$ cat src/include/gpio_pkg.sv
// Function
// - Software sets each group of eight channels to input or output, and some groups may be split into two halves of four.
// - Every one of the 48 inputs can raise an interrupt, each gated by its own enable bit.
// - Each enabled input detects either a rising or a falling edge, as software selects, and raises an event on it.
// - All interrupt events are merged onto one shared interrupt output.
// - A software-set debounce filter on every input rejects noise and chatter before reads and edge detection.
// - The registers form a block of I/O space placed on any 32-byte boundary.
// - Pins use positive logic, so register bits map onto pin levels with no inversion.
// - Each group is a plain port without handshake: writes drive pins from a latch and reads return the filtered pins.
// - A one bit means a high pin and a zero bit means a low pin, for reading and writing alike.
package gpio_pkg;

  // ==========================================================================
  // Geometry
  localparam int          NUM_CH       = 48;
  localparam int          NUM_GRP      = 6;
  localparam int          GRP_W        = 8;
  localparam int          NIB_W        = 4;
  localparam int          DIR_W        = 2 * NUM_GRP;
  localparam logic [5:0]  SPLIT_GROUPS = 6'h24;
  localparam int          FILT_SEL_W   = 4;
  localparam int          HI_W         = NUM_CH - 32;

  // ==========================================================================
  // Timing
  localparam int          CLK_PERIOD_NS = 10;
  localparam int          FILT_TICK_NS  = 1000;
  localparam int          TICK_CYCLES   = (FILT_TICK_NS + CLK_PERIOD_NS - 1) / CLK_PERIOD_NS;

  // ==========================================================================
  // Register block
  localparam int          BLOCK_LSB    = 5;
  localparam logic [4:0]  OFF_DATA_LO  = 5'h00;
  localparam logic [4:0]  OFF_DATA_HI  = 5'h04;
  localparam logic [4:0]  OFF_IEN_LO   = 5'h08;
  localparam logic [4:0]  OFF_IEN_HI   = 5'h0c;
  localparam logic [4:0]  OFF_EDGE_LO  = 5'h10;
  localparam logic [4:0]  OFF_STAT_LO  = 5'h14;
  localparam logic [4:0]  OFF_STAT_HI  = 5'h18;
  localparam int          DIR_LSB      = 16;
  localparam int          FILT_LSB     = 28;
  localparam int          EDGE_HI_LSB  = 16;

  // ==========================================================================
  // Reset values
  localparam logic [NUM_CH-1:0]     RST_LATCH = 48'h0000_0000_0000;
  localparam logic [DIR_W-1:0]      RST_DIR   = 12'h000;
  localparam logic [FILT_SEL_W-1:0] RST_FILT  = 4'h0;
  localparam logic [NUM_CH-1:0]     RST_IEN   = 48'h0000_0000_0000;
  localparam logic [NUM_CH-1:0]     RST_EDGE  = 48'h0000_0000_0000;

  // ==========================================================================
  // Carriers
  typedef struct packed {
    logic [DIR_W-1:0]      dir;
    logic [FILT_SEL_W-1:0] filterSel;
  } ctrl_t;

  typedef struct packed {
    logic [NUM_CH-1:0] level;
    logic [NUM_CH-1:0] oe;
  } pin_drive_t;

endpackage

$ cat src/verilog/gpio_edge_io.sv
// Design decisions made here: register access over AHB-Lite and the address map.
`timescale 1ns/10ps
module gpio_edge_io #(
  parameter logic [31:0] BASE_ADDR   = 32'h0000_0000,
  parameter int unsigned TICK_CYCLES = gpio_pkg::TICK_CYCLES
) (
  input  logic                         clk,
  input  logic                         reset,
  input  logic                         hsel,
  input  logic [31:0]                  haddr,
  input  logic [1:0]                   htrans,
  input  logic                         hwrite,
  input  logic [2:0]                   hsize,
  input  logic [31:0]                  hwdata,
  input  logic                         hready,
  output logic                         hreadyout,
  output logic                         hresp,
  output logic [31:0]                  hrdata,
  input  logic [gpio_pkg::NUM_CH-1:0]  pinIn,
  output gpio_pkg::pin_drive_t         pinDrive,
  output logic                         irq
);

  localparam int N  = gpio_pkg::NUM_CH;
  localparam int HW = gpio_pkg::HI_W;

  // ==========================================================================
  // Direction of each channel from nibble bits
  function automatic logic [N-1:0] dirExpand(input logic [gpio_pkg::DIR_W-1:0] dir);
    logic [N-1:0] oe;
    logic         lowDir;
    logic         highDir;
    oe = '0;
    for (int g = 0; g < gpio_pkg::NUM_GRP; g++) begin
      lowDir  = dir[2*g];
      highDir = gpio_pkg::SPLIT_GROUPS[g] ? dir[2*g+1] : dir[2*g];
      oe[g*gpio_pkg::GRP_W +: gpio_pkg::NIB_W]                    = {gpio_pkg::NIB_W{lowDir}};
      oe[g*gpio_pkg::GRP_W + gpio_pkg::NIB_W +: gpio_pkg::NIB_W]  = {gpio_pkg::NIB_W{highDir}};
    end
    return oe;
  endfunction

  // ==========================================================================
  // State
  logic [N-1:0]            latch;
  logic [N-1:0]            next_latch;
  gpio_pkg::ctrl_t         ctrl;
  gpio_pkg::ctrl_t         next_ctrl;
  logic [N-1:0]            ien;
  logic [N-1:0]            next_ien;
  logic [N-1:0]            edgeRise;
  logic [N-1:0]            next_edgeRise;
  logic [N-1:0]            stat;
  logic [N-1:0]            next_stat;
  logic                    wrPhase;
  logic                    next_wrPhase;
  logic [4:0]              wrAddr;
  logic [4:0]              next_wrAddr;
  logic [31:0]             next_hrdata;
  logic [N-1:0]            clr;
  logic [N-1:0]            syncA;
  logic [N-1:0]            syncB;
  logic [N-1:0]            filtered;
  logic [N-1:0]            prevFilt;
  logic [N-1:0]            evt;
  logic                    tick;
  logic                    accept;
  logic [4:0]              rdOff;

  // ==========================================================================
  // Pin input path
  always_ff @(posedge clk or posedge reset) begin
    if (reset) begin
      syncA    <= '0;
      syncB    <= '0;
      prevFilt <= '0;
    end else begin
      syncA    <= pinIn;
      syncB    <= syncA;
      prevFilt <= filtered;
    end
  end

  tick_divider #(
    .DIV (TICK_CYCLES)
  ) u_tick (
    .clk   (clk),
    .reset (reset),
    .tick  (tick)
  );

  input_filter #(
    .WIDTH (N),
    .SEL_W (gpio_pkg::FILT_SEL_W)
  ) u_filter (
    .clk   (clk),
    .reset (reset),
    .tick  (tick),
    .sel   (ctrl.filterSel),
    .din   (syncB),
    .dout  (filtered)
  );

  // Selected edge on enabled inputs only
  assign evt = ien & ((edgeRise & filtered & ~prevFilt) | (~edgeRise & ~filtered & prevFilt));

  // ==========================================================================
  // Bus slave
  assign accept    = hsel && htrans[1] && hready && (haddr[31:gpio_pkg::BLOCK_LSB] == BASE_ADDR[31:gpio_pkg::BLOCK_LSB]);
  assign rdOff     = {haddr[4:2], 2'b00};
  assign hreadyout = 1'b1;
  assign hresp     = 1'b0;

  always_comb begin
    next_latch    = latch;
    next_ctrl     = ctrl;
    next_ien      = ien;
    next_edgeRise = edgeRise;
    clr           = '0;
    if (wrPhase) begin
      case (wrAddr)
        gpio_pkg::OFF_DATA_LO: begin
          next_latch[31:0] = hwdata;
        end
        gpio_pkg::OFF_DATA_HI: begin
          next_latch[N-1:32]  = hwdata[HW-1:0];
          next_ctrl.dir       = hwdata[gpio_pkg::DIR_LSB +: gpio_pkg::DIR_W];
          next_ctrl.filterSel = hwdata[gpio_pkg::FILT_LSB +: gpio_pkg::FILT_SEL_W];
        end
        gpio_pkg::OFF_IEN_LO: begin
          next_ien[31:0] = hwdata;
        end
        gpio_pkg::OFF_IEN_HI: begin
          next_ien[N-1:32]      = hwdata[HW-1:0];
          next_edgeRise[N-1:32] = hwdata[gpio_pkg::EDGE_HI_LSB +: HW];
        end
        gpio_pkg::OFF_EDGE_LO: begin
          next_edgeRise[31:0] = hwdata;
        end
        gpio_pkg::OFF_STAT_LO: begin
          clr[31:0] = hwdata;
        end
        gpio_pkg::OFF_STAT_HI: begin
          clr[N-1:32] = hwdata[HW-1:0];
        end
        default: begin
        end
      endcase
    end
    // Set wins over a clear in the same cycle
    next_stat    = (stat & ~clr) | evt;
    next_wrPhase = accept && hwrite;
    next_wrAddr  = rdOff;
    next_hrdata  = 32'h0000_0000;
    if (accept && !hwrite) begin
      case (rdOff)
        gpio_pkg::OFF_DATA_LO: begin
          next_hrdata = filtered[31:0];
        end
        gpio_pkg::OFF_DATA_HI: begin
          next_hrdata = {next_ctrl.filterSel, next_ctrl.dir, filtered[N-1:32]};
        end
        gpio_pkg::OFF_IEN_LO: begin
          next_hrdata = next_ien[31:0];
        end
        gpio_pkg::OFF_IEN_HI: begin
          next_hrdata = {next_edgeRise[N-1:32], next_ien[N-1:32]};
        end
        gpio_pkg::OFF_EDGE_LO: begin
          next_hrdata = next_edgeRise[31:0];
        end
        gpio_pkg::OFF_STAT_LO: begin
          next_hrdata = next_stat[31:0];
        end
        gpio_pkg::OFF_STAT_HI: begin
          next_hrdata = {16'h0000, next_stat[N-1:32]};
        end
        default: begin
          next_hrdata = 32'h0000_0000;
        end
      endcase
    end
  end

  always_ff @(posedge clk or posedge reset) begin
    if (reset) begin
      latch          <= gpio_pkg::RST_LATCH;
      ctrl.dir       <= gpio_pkg::RST_DIR;
      ctrl.filterSel <= gpio_pkg::RST_FILT;
      ien            <= gpio_pkg::RST_IEN;
      edgeRise       <= gpio_pkg::RST_EDGE;
      stat           <= '0;
      wrPhase        <= 1'b0;
      wrAddr         <= '0;
      hrdata         <= 32'h0000_0000;
    end else begin
      latch          <= next_latch;
      ctrl           <= next_ctrl;
      ien            <= next_ien;
      edgeRise       <= next_edgeRise;
      stat           <= next_stat;
      wrPhase        <= next_wrPhase;
      wrAddr         <= next_wrAddr;
      hrdata         <= next_hrdata;
    end
  end

  // ==========================================================================
  // Outputs, no inversion between bit and pin
  assign pinDrive.level = latch;
  assign pinDrive.oe    = dirExpand(ctrl.dir);
  assign irq            = |(stat & ien);
endmodule

$ cat src/verilog/tick_divider.sv
`timescale 1ns/10ps
module tick_divider #(
  parameter int unsigned DIV = gpio_pkg::TICK_CYCLES
) (
  input  logic clk,
  input  logic reset,
  output logic tick
);

  localparam int CW = (DIV > 2) ? $clog2(DIV) : 1;
  localparam logic [CW-1:0] LAST = CW'(DIV - 1);

  logic [CW-1:0] count;
  logic [CW-1:0] next_count;

  always_comb begin
    next_count = (count == LAST) ? '0 : count + 1'b1;
  end

  always_ff @(posedge clk or posedge reset) begin
    if (reset) begin
      count <= '0;
    end else begin
      count <= next_count;
    end
  end

  assign tick = (count == LAST);

endmodule

$ cat src/verilog/input_filter.sv
`timescale 1ns/10ps
module input_filter #(
  parameter int WIDTH = gpio_pkg::NUM_CH,
  parameter int SEL_W = gpio_pkg::FILT_SEL_W
) (
  input  logic             clk,
  input  logic             reset,
  input  logic             tick,
  input  logic [SEL_W-1:0] sel,
  input  logic [WIDTH-1:0] din,
  output logic [WIDTH-1:0] dout
);

  // ==========================================================================
  // Per channel: level must hold for sel ticks before it passes
  for (genvar i = 0; i < WIDTH; i++) begin : chan
    logic [SEL_W-1:0] cnt;
    logic [SEL_W-1:0] next_cnt;
    logic             level;
    logic             next_level;

    always_comb begin
      next_cnt   = cnt;
      next_level = level;
      if (sel == '0) begin
        next_level = din[i];
        next_cnt   = '0;
      end else if (din[i] == level) begin
        next_cnt = '0;
      end else if (tick) begin
        if (cnt >= sel - 1'b1) begin
          next_level = din[i];
          next_cnt   = '0;
        end else begin
          next_cnt = cnt + 1'b1;
        end
      end
    end

    always_ff @(posedge clk or posedge reset) begin
      if (reset) begin
        cnt   <= '0;
        level <= 1'b0;
      end else begin
        cnt   <= next_cnt;
        level <= next_level;
      end
    end

    assign dout[i] = level;
  end

endmodule

$ cat config.mk
export PLATFORM = sky130hd
export DESIGN_NAME = gpio_edge_io
export DESIGN_NICKNAME = d
export VERILOG_FILES = /design/src/include/gpio_pkg.sv /design/src/verilog/gpio_edge_io.sv /design/src/verilog/tick_divider.sv /design/src/verilog/input_filter.sv
export SDC_FILE = /design/constraint.sdc
export NUM_CORES = 2
export LEC_CHECK = 0
export ABC_AREA = 1
export ABC_CLOCK_PERIOD_IN_PS = 44700
export BUFFER_PORTS_ARGS = -buffer_cell sky130_fd_sc_hd__buf_2
export CAP_MARGIN = 10
export CORE_MARGIN = 4
export CORE_UTILIZATION = 55
export DETAILED_ROUTE_END_ITERATION = 8
export PLACE_DENSITY = 0.83
export RECOVER_POWER = 50
export SKIP_CTS_REPAIR_TIMING = 1
export SYNTH_ARGS = -nofsm -noshare
export SYNTH_HDL_FRONTEND = slang
export SYNTH_SLANG_ARGS = --single-unit
$ cat constraint.sdc
create_clock -name clk -period 44.7 [get_ports clk]
set_clock_uncertainty 0.1 [all_clocks]
set_input_delay 2.235 -clock clk [delete_from_list [all_inputs] [get_ports clk]]
set_output_delay 2.235 -clock clk [all_outputs]
set_load 0.02 [all_outputs]
==> key figures <==
Routing
  • WL per Instance: 17.08 um
  • DRC: 0
  • Number of nets still failing antenna checks after routing: 0
  • DR vias/cell: 5.656
  • Number of DRC markers in iteration 0: 2265
  • Final wirelength: 85510 um
  • Pre-Repair DR Iteration Count: 5
  • Via count: 28.31k

Layout
  • Post-Layout Cell Count: 5006
  • Nets: 4488
  • Layout area overhead: 10.01%
  • Fill count: 4945
  • Share of post-route cells with drive strength above 1: 9.500%

Pwr
  • Leakage power: 0.01976 uW
  • Total power divided by cell area: 32.06 nW/um^2
  • VDD IR max: 0.00002587 V
  • Pwr Total: 1196 uW

Clocking
  • Clk sinks: 635
  • Worst-skew pair later-pin latency: 610 ps
  • CTS H-Tree Depth: 3
  • Clk buf depth: 3
  • Clock buffer count from CTS: 68
  • Clk slew on worst S/H paths: 60 ps
  • Clk root buf: clkbuf_16
  • CTS tree: done

Hold path
  • Hold crit path type: reg2reg

Timing
  • Final period util: 28.61%
  • Max Freq: 78.20 MHz
  • Fin. max-slew vios: 808
  • Slew @ Worst Pin: 8639 ps
  • Final Hold Viols: 0
  • Final setup viols: 0
  • Slew Limit Headroom: -475.9%
  • RSZ-0062 raised after global routing: false
  • Total negative setup slack: 0 ps
  • Final min period: 12790 ps

Logic synthesis
  • Synthesized Nets: 4316
  • Post-synth EDFFs: 0
  • Synth top cells by count: nand2_1, dfrtp_1, inv_1
  • Fraction of registers with async set/reset: 100.0%
  • Synthesized cell area: 33920 sq um
  • Synth unique cells: 41
  • Syn Area/Cell: 8.479 sq um
  • Register area share after synthesis: 46.85%
  • Post-synth top area share: 46.85%
  • Top-count cell post-synth: nand2_1
  • Yosys top cell by area: dfrtp_1
  • Post-synthesis register bit count: 635
  • Top post-synthesis cells by area: dfrtp_1, nand2_1, ha_1
  • Cells after synthesis: 4000
  • Synth Warn #: 0
  • Dominant synthesized flop cell: dfrtp_1

Critical path
  • Worst Path Arrival: 11210 ps
  • Element type at the critical path end: async pin
  • Critical Path Fanout Max: 169
  • Crit path launch type: input pin
  • Crit Path Class: in2async
  • Req. time, crit path: 43130 ps

Die
  • Die span in x: 256.3 um
  • Core area: 60700 sq um
  • Row count: 90
  • Initial Util: 55.88%
  • Chip Height: 256.3 um
  • # IOs: 253
  • DIE AREA: 65700 sq um

Placement
  • Post-DP HPWL: 56690 um
  • Placed insts: 4884
  • Final GP Congestion: 0.8716
  • Buffers on Ports: 244

Outcome
  • Failing checks: capacitance limit, slew limit
  • Run status: finished, violations left

GRT
  • Congestion Overflow GR: 0
  • Vias in the first global route: 27.32k
  • First-pass GRT wire length: 139700 um
  • Total GRT Usage: 25.78%
  • Largest net degree at the start of global routing: 170
  • Initial antenna violation count: 4

Flow run
  • Max capacitance violation total: 11
-- layout make-up --
class	instances	area, sq um	share of cell area [%]
timing repair buffer	267	1319	3.535
multi-input combinational	2760	15180	40.70
antenna	3	7.507	0.02012
clock inverter	23	259.0	0.6942
sequential	635	15890	42.59
inverter	440	1653	4.430
clock buffer	96	2019	5.412
tap	782	978.4	2.622
-- state kept, by name, summed over array words and instances, names as in the netlist --
name,flops
ctrl,8
edgeRise,48
hrdata,32
ien,48
latch,48
pinDrive,8
prevFilt,48
stat,48
syncA,48
syncB,48
u_filter.chan.cnt,192
u_filter.chan.level,48
u_tick.count,7
wrAddr,3
wrPhase,1
-- kinds of logic (layout without fill, tap and decap cells) --
group	count (synthesis)	count (layout)	share of synthesized area [%]
xor+xnor	142	142	3.667
compound gates	613	613	11.12
other cells	2	5	0.02214
simple gates	1809	1809	23.19
flops	635	635	46.85
fa+ha+maj	194	194	7.157
buf+inv	605	826	7.995
-- layer usage --
layer	global-route usage (%)	up-vias	share of wire [%]	routed length, um
met5	0	-	0	0
met4	11.50	0	3.9	3375
met3	3.671	212	7.6	6533
met2	42.79	1095	47	40420
met1	33.91	13530	41	35190
li1	-	13476	-	-
-- critical path, stage by stage --
cell and delay, ps:
buf_2 100, clkinvlp_2 2390, clkbuf_1 6190
-- path summary, 6_finish.rpt --
kind / endpoint / depth (start not counted) / slack [ps] / from
worst max-delay path: u_filter.chan[28].cnt[1] / 3 / 31910 / reset
worst min-delay path: syncB[7] / 0 / 240 / syncA[7]
worst max register to register: u_filter.chan[33].cnt[0] / 8 / 38410 / u_tick.count[0]
worst min register to register: syncB[7] / 0 / 240 / syncA[7]
max in group clk: u_filter.chan[33].cnt[0] / 8 / 38410 / u_tick.count[0]
min in group asynchronous: syncB[46] / 2 / 2840 / reset
-- power breakdown --
group | switching (uW) | internal, uW
logic | 31.1 | 8.94
clock network | 234 | 339
registers | 3.45 | 580
total | 269 | 928
-- metrics by stage --
stage	area, sq um	setup WS, ps	util, %	hold WS (ps)
floorplan	33920	24580	-	231.2
global placement	35310	38990	58.18	234.3
detailed placement	35310	38980	58.18	236.2
CTS	37590	39630	61.93	247.8
global route	37310	29360	61.47	249.1
finish	37310	31910	61.47	243.6
-- layout by cell type (no fill, tap or decap), types with 70 or more instances in the layout --
cell type,count
nand2_1,1156
dfrtp_1,635
inv_1,418
o21ai_0,326
buf_2,205
nand3_1,201
nor2_1,198
ha_1,193
nand4_1,180
xor2_1,93
o21a_1,73
clkbuf_16,70
(Power assumes the default switching activity.)
